<file path="src/ohci_regs_pkg.sv">
package ohci_regs_pkg;

    // ------------------------------------------------------------
    // Register map
    // ------------------------------------------------------------
    localparam int REG_ADDR_W = 8;
    localparam logic [7:0] OFF_UID_LOW = 8'h28;
    localparam logic [7:0] OFF_ROM_MAP = 8'h34;
    localparam logic [7:0] OFF_FAIL_LOW = 8'h38;
    localparam logic [7:0] OFF_FAIL_HIGH = 8'h3C;
    localparam logic [7:0] OFF_VENDOR = 8'h40;
    localparam logic [7:0] OFF_CTRL_SET = 8'h50;
    localparam logic [7:0] OFF_CTRL_CLR = 8'h54;
    localparam logic [7:0] OFF_BUF_PTR = 8'h64;
    localparam logic [7:0] OFF_TALLY = 8'h68;
    localparam logic [7:0] OFF_CHAN_SET = 8'h70;
    localparam logic [7:0] OFF_CHAN_CLR = 8'h74;

    // ------------------------------------------------------------
    // Field positions and masks
    // ------------------------------------------------------------
    localparam int BIT_IMAGE_VALID = 31;
    localparam int BIT_SWAP_INHIBIT = 30;
    localparam int BIT_DELAYED_ACK = 29;
    localparam int BIT_ENH_OWNER = 23;
    localparam int BIT_ENH_ENABLE = 22;
    localparam int BIT_PHY_POWER = 19;
    localparam int BIT_EARLY_WRITE = 18;
    localparam int BIT_NODE_ACTIVE = 17;
    localparam int BIT_SELF_REINIT = 16;
    localparam logic [31:0] CTRL_SC_MASK = 32'hE04E_0000;
    localparam logic [31:0] ROM_MAP_MASK = 32'hFFFF_FC00;
    localparam logic [31:0] BUF_PTR_MASK = 32'hFFFF_F800;
    localparam int ROM_OFS_BITS = 10;
    localparam logic [47:0] ROM_WINDOW_START = 48'hFFFF_F000_0400;

    // ------------------------------------------------------------
    // Reset values
    // ------------------------------------------------------------
    localparam logic [31:0] CTRL_RESET = 32'h0000_0000;
    localparam logic [31:0] ZERO_WORD = 32'h0000_0000;
    localparam logic [31:0] VENDOR_WORD = 32'h0000_0000;

    // ------------------------------------------------------------
    // Timing
    // ------------------------------------------------------------
    localparam int CLK_PERIOD_NS = 10;
    localparam int SELF_REINIT_NS = 100;
    localparam int SELF_REINIT_CYCLES =
        (SELF_REINIT_NS + CLK_PERIOD_NS - 1) / CLK_PERIOD_NS;

    localparam logic [1:0] RESP_OKAY = 2'h0;
    localparam logic [1:0] RESP_SLVERR = 2'h2;

    // ------------------------------------------------------------
    // Carriers
    // ------------------------------------------------------------
    typedef struct packed {
        logic [REG_ADDR_W-1:0] addr;
        logic [31:0] data;
        logic [31:0] mask;
    } reg_write_t;

    typedef struct packed {
        logic [15:0] requester;
        logic [47:0] dest;
    } posted_fail_t;

    typedef struct packed {
        logic fault;
        logic [8:0] quadlets;
    } self_id_result_t;

endpackage

</file>
<file path="src/axi_lite_reg_port.sv">
`timescale 1ns/10ps
module axi_lite_reg_port
    import ohci_regs_pkg::*;
(
    input wire logic ref_clk,
    input wire logic sys_rst,
    input wire logic [REG_ADDR_W-1:0] s_axi_awaddr,
    input wire logic s_axi_awvalid,
    output logic s_axi_awready,
    input wire logic [31:0] s_axi_wdata,
    input wire logic [3:0] s_axi_wstrb,
    input wire logic s_axi_wvalid,
    output logic s_axi_wready,
    output logic [1:0] s_axi_bresp,
    output logic s_axi_bvalid,
    input wire logic s_axi_bready,
    input wire logic [REG_ADDR_W-1:0] s_axi_araddr,
    input wire logic s_axi_arvalid,
    output logic s_axi_arready,
    output logic [31:0] s_axi_rdata,
    output logic [1:0] s_axi_rresp,
    output logic s_axi_rvalid,
    input wire logic s_axi_rready,
    output reg_write_t regWrite,
    output logic writeStrobe,
    input wire logic writeOk,
    output logic [REG_ADDR_W-1:0] readAddr,
    output logic readStrobe,
    input wire logic [31:0] readData,
    input wire logic readOk
);

    logic awHeld_reg;
    logic wHeld_reg;
    logic [REG_ADDR_W-1:0] awAddr_reg;
    logic [31:0] wData_reg;
    logic [3:0] wStrb_reg;
    logic bvalid_reg;
    logic [1:0] bresp_reg;
    logic rvalid_reg;
    logic [1:0] rresp_reg;
    logic [31:0] rdata_reg;
    logic [31:0] byteMask;

    // ------------------------------------------------------------
    // Handshakes
    // ------------------------------------------------------------
    // Address and data may arrive in either order; each is parked
    assign s_axi_awready = !awHeld_reg && !bvalid_reg;
    assign s_axi_wready = !wHeld_reg && !bvalid_reg;
    assign s_axi_arready = !rvalid_reg;
    assign s_axi_bvalid = bvalid_reg;
    assign s_axi_bresp = bresp_reg;
    assign s_axi_rvalid = rvalid_reg;
    assign s_axi_rresp = rresp_reg;
    assign s_axi_rdata = rdata_reg;

    genvar i;
    generate
        for (i = 0; i < 4; i++) begin : gLane
            assign byteMask[8*i +: 8] = {8{wStrb_reg[i]}};
        end
    endgenerate

    assign writeStrobe = awHeld_reg && wHeld_reg;
    assign regWrite = '{addr: awAddr_reg, data: wData_reg, mask: byteMask};
    assign readStrobe = s_axi_arvalid && !rvalid_reg;
    assign readAddr = s_axi_araddr;

    // ------------------------------------------------------------
    // Write channel
    // ------------------------------------------------------------
    always_ff @(posedge ref_clk) begin
        if (sys_rst) begin
            awHeld_reg <= 1'b0;
            wHeld_reg <= 1'b0;
            awAddr_reg <= '0;
            wData_reg <= ZERO_WORD;
            wStrb_reg <= 4'h0;
            bvalid_reg <= 1'b0;
            bresp_reg <= RESP_OKAY;
        end else begin
            if (s_axi_awvalid && s_axi_awready) begin
                awHeld_reg <= 1'b1;
                awAddr_reg <= s_axi_awaddr;
            end
            if (s_axi_wvalid && s_axi_wready) begin
                wHeld_reg <= 1'b1;
                wData_reg <= s_axi_wdata;
                wStrb_reg <= s_axi_wstrb;
            end
            if (writeStrobe) begin
                awHeld_reg <= 1'b0;
                wHeld_reg <= 1'b0;
                bvalid_reg <= 1'b1;
                bresp_reg <= writeOk ? RESP_OKAY : RESP_SLVERR;
            end else if (s_axi_bready) begin
                bvalid_reg <= 1'b0;
            end
        end
    end

    // ------------------------------------------------------------
    // Read channel
    // ------------------------------------------------------------
    always_ff @(posedge ref_clk) begin
        if (sys_rst) begin
            rvalid_reg <= 1'b0;
            rresp_reg <= RESP_OKAY;
            rdata_reg <= ZERO_WORD;
        end else if (readStrobe) begin
            rvalid_reg <= 1'b1;
            rresp_reg <= readOk ? RESP_OKAY : RESP_SLVERR;
            rdata_reg <= readData;
        end else if (s_axi_rready) begin
            rvalid_reg <= 1'b0;
        end
    end

endmodule

</file>
<file path="src/ohci_host_control_registers.sv">
// Our own choice: the AXI4-Lite register port.
`timescale 1ns/10ps
module ohci_host_control_registers
    import ohci_regs_pkg::*;
#(
    parameter int SELF_REINIT_LEN = SELF_REINIT_CYCLES,
    parameter logic OWNER_DEFAULT = 1'b1
) (
    input wire logic ref_clk,
    input wire logic sys_rst,
    input wire logic [REG_ADDR_W-1:0] s_axi_awaddr,
    input wire logic s_axi_awvalid,
    output logic s_axi_awready,
    input wire logic [31:0] s_axi_wdata,
    input wire logic [3:0] s_axi_wstrb,
    input wire logic s_axi_wvalid,
    output logic s_axi_wready,
    output logic [1:0] s_axi_bresp,
    output logic s_axi_bvalid,
    input wire logic s_axi_bready,
    input wire logic [REG_ADDR_W-1:0] s_axi_araddr,
    input wire logic s_axi_arvalid,
    output logic s_axi_arready,
    output logic [31:0] s_axi_rdata,
    output logic [1:0] s_axi_rresp,
    output logic s_axi_rvalid,
    input wire logic s_axi_rready,
    input wire logic romQuadReq,
    input wire logic [47:0] romQuadOffset,
    output logic romHostAddrValid,
    output logic [31:0] romHostAddr,
    input wire logic romBlockReq,
    output logic romBlockServe,
    output logic romBlockTypeError,
    output logic romAutoUpdateEnable,
    input wire logic postedFailValid,
    input wire posted_fail_t postedFail,
    input wire logic busResetSeen,
    input wire logic selfIdDone,
    input wire self_id_result_t selfIdResult,
    input wire logic pciOwnerLoad,
    input wire logic pciOwnerValue,
    input wire logic pciUidWrite,
    input wire logic [31:0] pciUidValue,
    output logic swapEnable,
    output logic delayedAckPermit,
    output logic enhancementOwner,
    output logic enhancementEnable,
    output logic phyPowerRequest,
    output logic earlyWriteAccept,
    output logic nodeActive,
    output logic softResetActive,
    output logic [31:0] nodeIdBufferAddr,
    output logic [31:0] upperChannelEnable,
    output logic [31:0] uniqueIdLow
);

    // ------------------------------------------------------------
    // Elaboration checks
    // ------------------------------------------------------------
    if (SELF_REINIT_LEN < 1 || SELF_REINIT_LEN > 255) begin : gBadLen
        $error("SELF_REINIT_LEN must be 1 to 255");
    end

    localparam logic [7:0] REINIT_LOAD = 8'(SELF_REINIT_LEN);

    // ------------------------------------------------------------
    // Bus port
    // ------------------------------------------------------------
    reg_write_t regWrite;
    logic writeStrobe;
    logic writeOk;
    logic [REG_ADDR_W-1:0] readAddr;
    logic readStrobe;
    logic [31:0] readData;
    logic readOk;

    axi_lite_reg_port i_axi_lite_reg_port (
        .ref_clk(ref_clk),
        .sys_rst(sys_rst),
        .s_axi_awaddr(s_axi_awaddr),
        .s_axi_awvalid(s_axi_awvalid),
        .s_axi_awready(s_axi_awready),
        .s_axi_wdata(s_axi_wdata),
        .s_axi_wstrb(s_axi_wstrb),
        .s_axi_wvalid(s_axi_wvalid),
        .s_axi_wready(s_axi_wready),
        .s_axi_bresp(s_axi_bresp),
        .s_axi_bvalid(s_axi_bvalid),
        .s_axi_bready(s_axi_bready),
        .s_axi_araddr(s_axi_araddr),
        .s_axi_arvalid(s_axi_arvalid),
        .s_axi_arready(s_axi_arready),
        .s_axi_rdata(s_axi_rdata),
        .s_axi_rresp(s_axi_rresp),
        .s_axi_rvalid(s_axi_rvalid),
        .s_axi_rready(s_axi_rready),
        .regWrite(regWrite),
        .writeStrobe(writeStrobe),
        .writeOk(writeOk),
        .readAddr(readAddr),
        .readStrobe(readStrobe),
        .readData(readData),
        .readOk(readOk)
    );

    // ------------------------------------------------------------
    // State
    // ------------------------------------------------------------
    logic [31:0] ctrlFlags_reg;
    logic [31:0] ctrlFlags_next;
    logic owner_reg;
    logic [7:0] reinitCount_reg;
    logic [31:0] romMap_reg;
    logic [31:0] failLow_reg;
    logic [31:0] failHigh_reg;
    logic [31:0] bufPtr_reg;
    logic fault_reg;
    logic [7:0] generation_reg;
    logic [8:0] quadlets_reg;
    logic [31:0] chanMask_reg;
    logic [31:0] uid_reg;
    logic uidLoaded_reg;
    logic romAddrValid_reg;
    logic [31:0] romAddr_reg;
    logic romServe_reg;
    logic romTypeError_reg;

    // ------------------------------------------------------------
    // Write decode
    // ------------------------------------------------------------
    logic [31:0] wrBits;
    logic [31:0] wrMask;
    logic wrCtrlSet;
    logic wrCtrlClr;
    logic wrRomMap;
    logic wrBufPtr;
    logic wrChanSet;
    logic wrChanClr;
    logic wrReadOnly;
    logic reinitBusy;
    logic stateReset;
    logic enhSetAllowed;
    logic [31:0] ctrlSetBits;
    logic [31:0] ctrlClrBits;

    assign wrBits = regWrite.data & regWrite.mask;
    assign wrMask = regWrite.mask;
    assign wrCtrlSet = writeStrobe && regWrite.addr == OFF_CTRL_SET;
    assign wrCtrlClr = writeStrobe && regWrite.addr == OFF_CTRL_CLR;
    assign wrRomMap = writeStrobe && regWrite.addr == OFF_ROM_MAP;
    assign wrBufPtr = writeStrobe && regWrite.addr == OFF_BUF_PTR;
    assign wrChanSet = writeStrobe && regWrite.addr == OFF_CHAN_SET;
    assign wrChanClr = writeStrobe && regWrite.addr == OFF_CHAN_CLR;
    assign wrReadOnly = regWrite.addr == OFF_UID_LOW
        || regWrite.addr == OFF_FAIL_LOW
        || regWrite.addr == OFF_FAIL_HIGH
        || regWrite.addr == OFF_VENDOR
        || regWrite.addr == OFF_TALLY;
    assign writeOk = wrCtrlSet || wrCtrlClr || wrRomMap || wrBufPtr
        || wrChanSet || wrChanClr || wrReadOnly;

    // ------------------------------------------------------------
    // Controller flags
    // ------------------------------------------------------------
    // Enhancement enable may only be raised while lower software has
    // handed ownership over and the node is still detached
    assign enhSetAllowed = owner_reg && !ctrlFlags_reg[BIT_NODE_ACTIVE];
    assign ctrlSetBits = wrCtrlSet
        ? (wrBits & CTRL_SC_MASK
           & ~(enhSetAllowed ? 32'h0000_0000 : 32'h0040_0000))
        : 32'h0000_0000;
    assign ctrlClrBits = wrCtrlClr ? (wrBits & CTRL_SC_MASK) : 32'h0000_0000;
    assign ctrlFlags_next = (ctrlFlags_reg & ~ctrlClrBits) | ctrlSetBits;

    // Whole-block reinit holds all register state except PCI-loaded state; the bus port keeps running
    assign reinitBusy = reinitCount_reg != 8'h00;
    assign stateReset = sys_rst || reinitBusy;

    always_ff @(posedge ref_clk) begin
        if (stateReset) begin
            ctrlFlags_reg <= CTRL_RESET;
        end else begin
            ctrlFlags_reg <= ctrlFlags_next & CTRL_SC_MASK;
        end
    end

    always_ff @(posedge ref_clk) begin
        if (sys_rst) begin
            reinitCount_reg <= 8'h00;
        end else if (wrCtrlSet && wrBits[BIT_SELF_REINIT] && !reinitBusy) begin
            reinitCount_reg <= REINIT_LOAD;
        end else if (reinitBusy) begin
            reinitCount_reg <= reinitCount_reg - 8'h01;
        end
    end

    // PCI load beats a same-cycle software clear
    always_ff @(posedge ref_clk) begin
        if (sys_rst) begin
            owner_reg <= OWNER_DEFAULT;
        end else if (pciOwnerLoad) begin
            owner_reg <= pciOwnerValue;
        end else if (wrCtrlClr && wrBits[BIT_ENH_OWNER]) begin
            owner_reg <= 1'b0;
        end
    end

    // ------------------------------------------------------------
    // Pointer registers and channel mask
    // ------------------------------------------------------------
    always_ff @(posedge ref_clk) begin
        if (stateReset) begin
            romMap_reg <= ZERO_WORD;
            bufPtr_reg <= ZERO_WORD;
            chanMask_reg <= ZERO_WORD;
        end else begin
            if (wrRomMap) begin
                romMap_reg <= ((romMap_reg & ~wrMask) | wrBits) & ROM_MAP_MASK;
            end
            if (wrBufPtr) begin
                bufPtr_reg <= ((bufPtr_reg & ~wrMask) | wrBits) & BUF_PTR_MASK;
            end
            if (wrChanSet) begin
                chanMask_reg <= chanMask_reg | wrBits;
            end else if (wrChanClr) begin
                chanMask_reg <= chanMask_reg & ~wrBits;
            end
        end
    end

    // ------------------------------------------------------------
    // Posted write failure capture
    // ------------------------------------------------------------
    // A second failure overwrites the first; software reads promptly
    always_ff @(posedge ref_clk) begin
        if (stateReset) begin
            failLow_reg <= ZERO_WORD;
            failHigh_reg <= ZERO_WORD;
        end else if (postedFailValid) begin
            failLow_reg <= postedFail.dest[31:0];
            failHigh_reg <= {postedFail.requester, postedFail.dest[47:32]};
        end
    end

    // ------------------------------------------------------------
    // Self-identification tally
    // ------------------------------------------------------------
    always_ff @(posedge ref_clk) begin
        if (stateReset) begin
            fault_reg <= 1'b0;
            generation_reg <= 8'h00;
            quadlets_reg <= 9'h000;
        end else begin
            if (busResetSeen) begin
                generation_reg <= generation_reg + 8'h01;
            end
            if (selfIdDone) begin
                fault_reg <= selfIdResult.fault;
                quadlets_reg <= selfIdResult.quadlets;
            end
        end
    end

    // ------------------------------------------------------------
    // Unique identifier, low word
    // ------------------------------------------------------------
    // Only a full power reset re-arms the single load
    always_ff @(posedge ref_clk) begin
        if (sys_rst) begin
            uid_reg <= ZERO_WORD;
            uidLoaded_reg <= 1'b0;
        end else if (pciUidWrite && !uidLoaded_reg) begin
            uid_reg <= pciUidValue;
            uidLoaded_reg <= 1'b1;
        end
    end

    // ------------------------------------------------------------
    // Configuration ROM requests
    // ------------------------------------------------------------
    logic romInWindow;
    logic nodeUp;
    logic [31:0] romSum;

    assign nodeUp = ctrlFlags_reg[BIT_NODE_ACTIVE];
    assign romInWindow = romQuadOffset[47:ROM_OFS_BITS]
        == ROM_WINDOW_START[47:ROM_OFS_BITS];
    assign romSum = (romMap_reg & ROM_MAP_MASK)
        + {22'h000000, romQuadOffset[ROM_OFS_BITS-1:0]};

    // Detached node ignores all incoming requests
    always_ff @(posedge ref_clk) begin
        if (stateReset) begin
            romAddrValid_reg <= 1'b0;
            romAddr_reg <= ZERO_WORD;
            romServe_reg <= 1'b0;
            romTypeError_reg <= 1'b0;
        end else begin
            romAddrValid_reg <= romQuadReq && romInWindow && nodeUp;
            if (romQuadReq && romInWindow && nodeUp) begin
                romAddr_reg <= romSum;
            end
            romServe_reg <= romBlockReq && nodeUp
                && ctrlFlags_reg[BIT_IMAGE_VALID];
            romTypeError_reg <= romBlockReq && nodeUp
                && !ctrlFlags_reg[BIT_IMAGE_VALID];
        end
    end

    // ------------------------------------------------------------
    // Read selection
    // ------------------------------------------------------------
    logic [31:0] ctrlView;
    logic [31:0] tallyView;
    logic rdCtrl;
    logic rdChan;

    assign ctrlView = (ctrlFlags_reg & CTRL_SC_MASK)
        | {8'h00, owner_reg, 7'h00, 16'h0000}
        | {15'h0000, reinitBusy, 16'h0000};
    assign tallyView = {fault_reg, 7'h00, generation_reg, 5'h00,
        quadlets_reg, 2'h0};
    assign rdCtrl = readAddr == OFF_CTRL_SET || readAddr == OFF_CTRL_CLR;
    assign rdChan = readAddr == OFF_CHAN_SET || readAddr == OFF_CHAN_CLR;

    assign readData =
        rdCtrl ? ctrlView :
        rdChan ? chanMask_reg :
        readAddr == OFF_ROM_MAP ? romMap_reg :
        readAddr == OFF_FAIL_LOW ? failLow_reg :
        readAddr == OFF_FAIL_HIGH ? failHigh_reg :
        readAddr == OFF_VENDOR ? VENDOR_WORD :
        readAddr == OFF_BUF_PTR ? bufPtr_reg :
        readAddr == OFF_TALLY ? tallyView :
        readAddr == OFF_UID_LOW ? uid_reg :
        ZERO_WORD;
    assign readOk = rdCtrl || rdChan
        || readAddr == OFF_ROM_MAP
        || readAddr == OFF_FAIL_LOW
        || readAddr == OFF_FAIL_HIGH
        || readAddr == OFF_VENDOR
        || readAddr == OFF_BUF_PTR
        || readAddr == OFF_TALLY
        || readAddr == OFF_UID_LOW;

    // ------------------------------------------------------------
    // Outputs to link and PHY
    // ------------------------------------------------------------
    assign romHostAddrValid = romAddrValid_reg;
    assign romHostAddr = romAddr_reg;
    assign romBlockServe = romServe_reg;
    assign romBlockTypeError = romTypeError_reg;
    assign romAutoUpdateEnable = ctrlFlags_reg[BIT_IMAGE_VALID];
    assign swapEnable = !ctrlFlags_reg[BIT_SWAP_INHIBIT];
    assign delayedAckPermit = ctrlFlags_reg[BIT_DELAYED_ACK] && nodeUp;
    assign enhancementOwner = owner_reg;
    assign enhancementEnable = ctrlFlags_reg[BIT_ENH_ENABLE];
    assign phyPowerRequest = ctrlFlags_reg[BIT_PHY_POWER];
    assign earlyWriteAccept = ctrlFlags_reg[BIT_EARLY_WRITE];
    assign nodeActive = nodeUp;
    assign softResetActive = reinitBusy;
    assign nodeIdBufferAddr = bufPtr_reg;
    assign upperChannelEnable = chanMask_reg;
    assign uniqueIdLow = uid_reg;

endmodule

</file>
<file path="config.mk">
export PLATFORM = sky130hd
export DESIGN_NAME = ohci_host_control_registers
export DESIGN_NICKNAME = d
export VERILOG_FILES = /design/src/ohci_regs_pkg.sv /design/src/axi_lite_reg_port.sv /design/src/ohci_host_control_registers.sv
export SDC_FILE = /design/constraint.sdc
export NUM_CORES = 1
export LEC_CHECK = 0
export BUFFER_PORTS_ARGS = -buffer_cell sky130_fd_sc_hd__buf_2
export CAP_MARGIN = 20
export CORE_ASPECT_RATIO = 1.25
export CORE_MARGIN = 3
export CORE_UTILIZATION = 57
export CTS_CLUSTER_DIAMETER = 30
export CTS_CLUSTER_SIZE = 28
export DETAILED_ROUTE_END_ITERATION = 6
export PLACE_DENSITY = 0.83
export SLEW_MARGIN = 20
export SYNTH_ARGS = -nofsm -noshare
export SYNTH_HDL_FRONTEND = slang
export SYNTH_SLANG_ARGS = --single-unit
</file>
<file path="constraint.sdc">
create_clock -name ref_clk -period 3.9 [get_ports ref_clk]
set_clock_uncertainty 0.05 [all_clocks]
set_input_delay 0.39 -clock ref_clk [delete_from_list [all_inputs] [get_ports ref_clk]]
set_output_delay 0.39 -clock ref_clk [all_outputs]
set_load 0.1 [all_outputs]
</file>
* Word-level counts from Yosys, hierarchy flattened
Index checks and enable logic that the tools add are counted.
** Storage, ports and cells
- Bits in registers :: 350
- Logic and storage cells :: 156
- Output and inout port bits :: 181
- Bits of input ports :: 221
** Cells by class
- Add/subtract/negate cells :: 3
- Reductions and logical operators :: 61
- Mux-type cells :: 24
- Equality and inequality tests :: 23
- Bitwise operators :: 16
** Operators with widths (count)
- 32-bit 2-to-1 mux :: 13
- 32-bit bitwise AND :: 6
- 32-bit OR :: 4
- 8-bit by 7-bit equality test with 1-bit output, second input constant :: 14
- 32-bit NOT :: 3
- 8-bit by 6-bit equality test with 1-bit output, second input constant :: 8
- 38-bit equality test, second input constant :: 1
- 32-bit by 10-bit adder with 32-bit output :: 1
- 23-bit NOT with 32-bit output :: 1
- 32-bit by 17-bit OR with 32-bit output :: 1
- 32-bit by 24-bit OR with 32-bit output :: 1
- 1-bit logical AND :: 23
- 23-bit 2-to-1 mux :: 1
- 1-bit logical OR :: 21
- 2-bit nonzero test :: 5
- 1-bit logical NOT :: 9
- 8-bit by 1-bit adder with 8-bit output, second input constant :: 1
- 4-bit 2-to-1 mux :: 2
- 8-bit nonzero test :: 1
- 8-bit by 1-bit subtractor with 8-bit output, second input constant :: 1
- 1-bit 2-to-1 mux :: 6
- 2-bit 2-to-1 mux :: 2
- 2-bit OR reduction :: 2

* Longest topological paths before layout
- Depth in word-level cells :: 11
- Mapped depth :: 9
- Gate-level depth less buffers :: 8

* Hierarchy
Synthesis repeated with hierarchy kept, for this count alone.
** Unflattened totals
- Cell total of the unflattened synthesis :: 1685
- Area total of the unflattened synthesis :: 14182.4 µm²
** Modules (own cells, without submodules)
- ohci_host_control_registers :: instances 1, seq. area each 4824.6 µm², area each 11016.8 µm², cells each 1297
- axi_lite_reg_port :: instances 1, seq. area each 1641.6 µm², area each 3165.5 µm², cells each 388

* Least setup slack after synthesis
No wires, ideal clock.
- Kind :: reg2reg
- From :: reg i_axi_lite_reg_port.bvalid_reg (netlist: i_axi_lite_reg_port.s_axi_bvalid)
- To :: reg i_axi_lite_reg_port.wData_reg[10]
- Cell stages (with the launch flop) :: 7
- Clock period less this slack :: 3.206 ns
- Data arrival time :: 3.086 ns
- Path buffers :: 2
- Setup slack :: 0.694 ns
- Cell sequence :: dfxtp_1 > nor2_1 > and2_1 > clkbuf_1 > clkbuf_1 > nand2_1 > a21oi_1
** Between the ends
- Longest elaborated chain between the ends :: 3
** RTL lines
- start, declared :: RTL line axi_lite_reg_port.sv:38 : logic bvalid_reg;
- start signal, assigned :: RTL line axi_lite_reg_port.sv:80 : bvalid_reg <= 1'b0;
- start signal, assigned :: RTL line axi_lite_reg_port.sv:95 : bvalid_reg <= 1'b1;
- start signal, assigned :: RTL line axi_lite_reg_port.sv:98 : bvalid_reg <= 1'b0;
- 1-bit logical NOT :: RTL line axi_lite_reg_port.sv:50 : assign s_axi_wready = !wHeld_reg && !bvalid_reg;
- 1-bit logical AND :: RTL line axi_lite_reg_port.sv:50
- named net s_axi_wready :: RTL line ohci_host_control_registers.sv:17 : output logic s_axi_wready,
- 1-bit logical AND :: RTL line axi_lite_reg_port.sv:87 : if (s_axi_wvalid && s_axi_wready) begin
- end signal, assigned :: RTL line axi_lite_reg_port.sv:89 : wData_reg <= s_axi_wdata;
- end, declared :: RTL line axi_lite_reg_port.sv:36 : logic [31:0] wData_reg;
The timed path passes the listed nets, and every way through them passes these cells.
A chain may end at the register's enable or synchronous reset.

* Final worst setup path
- From :: reg reinitCount_reg[0]
- To :: out softResetActive
** Between the ends
- Longest elaborated chain between the ends :: 1
** RTL lines
- start, declared :: RTL line ohci_host_control_registers.sv:113 : logic [7:0] reinitCount_reg;
- start signal, assigned :: RTL line ohci_host_control_registers.sv:194 : reinitCount_reg <= reinitCount_reg - 8'h01;
- 8-bit nonzero test :: RTL line ohci_host_control_registers.sv:177 : assign reinitBusy = reinitCount_reg != 8'h00;
- end, declared :: RTL line ohci_host_control_registers.sv:52 : output logic softResetActive,
No other way between the ends.

==> out/summary.txt <==
Maximum level of the CTS H-tree = 2
Post-Syn Area = 14300 um^2
Pint = 6890 uW
R2R depth = 7
Setup ws final = 964 ps
Crit-path cells = inv_1 > ha_1 > or4b_4 > nor4_4 > inv_2 > buf_2
Layout cell share with drive strength beyond 1 = 30.8%
DRC = 0
WP buf/inv = 3
Syn avg cell area = 9.02 um^2
Die X = 148 um
GR Overflow Total = 0
Clock sinks = 323
Area of the multi-input gates = 7070 um^2
Dpl hpwl = 34800 um
Critical-path top delay cell = or4b_4
Storage element area = 6470 um^2
CTS tree = yes
Endpoints failing setup = 0
WHS = 14.3 ps
Sequential share of power = 37.1%
Register area share after synthesis = 45.2%
Min-delay worst type = input port to flop
Largest net degree at the start of global routing = 95
Die height = 183 um
Normalized max-slew margin = 23.1%
Unrepaired setup endpoints after global routing = no
Via Count = 13500
Dpl cells = 2203
Initial antenna violation count = 1
Site Rows = 64
Max rail drop VDD = 408 uV
Final hold violation count = 0
Min-delay src = pciOwnerLoad
Worst-margin pin slew = 1150 ps
Switching Fraction = 30.1%
Cts hold-fix bufs = 0
Layout area overhead = 25.3%
Worst Hold End = enhancementOwner$_SDFFE_PP1P_
Fin crit share = 75.3%
WP data arrival = 2500 ps
Max cap viols = 0
Non-Filler Instances = 2298
Crit Path Category = flop to output pin
Die ar. = 27000 um^2
Clock share of power = 46.7%
Initial Util = 58.2%
# fillers = 1824
Vias in the first global route = 12800
Delay-heaviest family, CP = simple AND/OR/NAND/NOR gates
Hold depth = 2
Xor/xnor share of the synthesized area = 0.551%
Mapped Cells = 1586
Netlist cell types = 76
Reg-to-reg startpoint = reinitCount_reg[0]$_SDFFE_PP0P_
Run status = complete, no violations
TNS Setup = 0 ps
Pleak = 0.00759 uW
Worst-Skew Late Latency = 540 ps
Avg WL per Cell = 20.8 um
Tot Pwr = 9850 uW
WP data required = 3460 ps
Largest family of logic cells by synthesized area = simple AND/OR/NAND/NOR gates
Comb pwr share = 16.2%
Ports = 402
Compound-cell area share of the yosys netlist = 16.2%
Num CTS Buffers = 51
Final net count = 2149
RD Place Congestion = 1.01
Number of synthesized flops with an enable pin = 0
All-Layer GR Usage = 33.5%
#FFs+latches synth = 323
Post-synth top flop = dfxtp_1
Min Tclk post-route = 2940 ps
Mux cell area share after synthesis = 8.91%
Worst-path clk slew = 50 ps
Synth Area in Adders = 0.175%
Antenna Nets Post-Route = 0
Slowest Stage Delay on Critical Path = 530 ps
Vias per cell = 5.86
Critical Path Source Type = flop
CP Capture Type = output pin
First-pass GRT wire length = 72100 um
PD cells = 550 nW/um^2
DP Worst Slack = 1050 ps
Post-CTS Setup Repair Bufs = 0
Slew Limit Fails = 0
Core Area = 24600 um^2
Clock buffer depth = 3
Clock root buffer = clkbuf_16
FMAX = 0.341 GHz
Starting DRT DRC Count = 1155
FFs w/ async S/R, synth = 0%
P_sw = 2960 uW
Reg2Reg Setup Slack = 1170 ps
Syn. warnings = 0
DRT Pass-1 Iters = 6
Drt total wl = 47700 um
IO Port Bufs = 388
Post-CTS Resized = 0
Post-synthesis simple-gate area fraction = 23.0%
Max FO, Critical Path = 7
area by class of cell:
type / instances / area share [%]
multi-input cells: 1124 / 39.4
flip-flops and latches: 323 / 36.1
diodes: 1 / 0.0140
repair buffers: 412 / 12.0
clock inverters: 33 / 2.19
well taps: 330 / 2.30
clock buffers: 61 / 7.73
inverters: 14 / 0.293
layout by cell type (no fill, tap or decap), types with 10 or more instances in the layout:
master	instances
a211oi_1	13
and3_1	13
and4_1	16
mux2i_1	124
clkbuf_16	53
a21o_1	10
nor2_4	50
o22ai_1	14
dfxtp_1	323
nand3_1	36
nand2b_1	16
a311oi_1	19
buf_2	386
buf_4	24
nor2_1	90
nor2_2	27
conb_1	13
a31oi_1	36
o21ai_0	32
inv_1	13
nor3_1	26
o2bb2ai_1	10
a22oi_1	24
nand2_1	265
a21oi_1	150
metal layers:
layer	wire length (um)	global-route usage, %
met5	0	0
met4	2580	16.8
met3	4320	6.62
met2	22500	55.1
met1	18300	42.2
through the flow:
| step | util, % | instance area, um^2 |
|---|---|---|
| after floorplan | - | 14300 |
| after global placement | 65.6 | 16100 |
| after detailed placement | 65.7 | 16100 |
| after CTS | 72.9 | 17900 |
| after global routing | 72.9 | 17900 |
| final | 72.9 | 17900 |
synth_stat cells (14+ instances only):
library cell	count	area (um^2)
a31oi_1	36	225
a311oi_1	19	166
nand2b_1	17	106
nor2_2	26	163
clkbuf_1	71	267
a22oi_1	24	180
nand3_1	36	180
buf_4	16	120
buf_2	28	140
dfxtp_1	323	6470
and4_1	16	140
o22ai_1	14	87.6
a21oi_1	150	751
nand2_1	265	995
mux2i_1	124	1240
o21ai_0	32	160
nor3_1	26	130
nor2_1	91	342
nor2_4	50	563
power by group through the flow:
stage / Combinational (uW) / Clock (uW) / Sequential, uW
after floorplan: 1240 / 0 / 3820
after global placement: 1550 / 0 / 3710
after detailed placement: 1580 / 0 / 3720
after CTS: 1590 / 4630 / 3650
after global routing: 1700 / 4800 / 3680
final: 1600 / 4600 / 3660
cells by family (layout without fill, tap and decap cells):
kind of cell | after synthesis | after routing
AOI/OAI and AO/OA | 364 | 364
xor gates and xnor gates | 9 | 9
adders and majority gates | 2 | 2
buffers and inverters | 151 | 520
DFF | 323 | 323
muxes | 127 | 127
other | 1 | 14
and+or+nand+nor | 609 | 609
worst max-delay path by stage:
stage                                                  startpoint                                         endpoint  slack [ps]  cells past startpoint
floorplan           i_axi_lite_reg_port.s_axi_bvalid$_SDFFE_PP0P_   i_axi_lite_reg_port.wData_reg[10]$_SDFFE_PP0P_         690                      6
CTS                               reinitCount_reg[0]$_SDFFE_PP0P_                                  softResetActive         970                      6
detailed placement                                s_axi_araddr[2]  i_axi_lite_reg_port.s_axi_rdata[3]$_SDFFE_PP0P_        1050                      5
global placement                                  s_axi_araddr[2]  i_axi_lite_reg_port.s_axi_rdata[5]$_SDFFE_PP0P_        1190                      5
global route                      reinitCount_reg[0]$_SDFFE_PP0P_                                  softResetActive         860                      6
finish                            reinitCount_reg[0]$_SDFFE_PP0P_                                  softResetActive         960                      6
No activity file was read; power rests on OpenSTA's default activity.
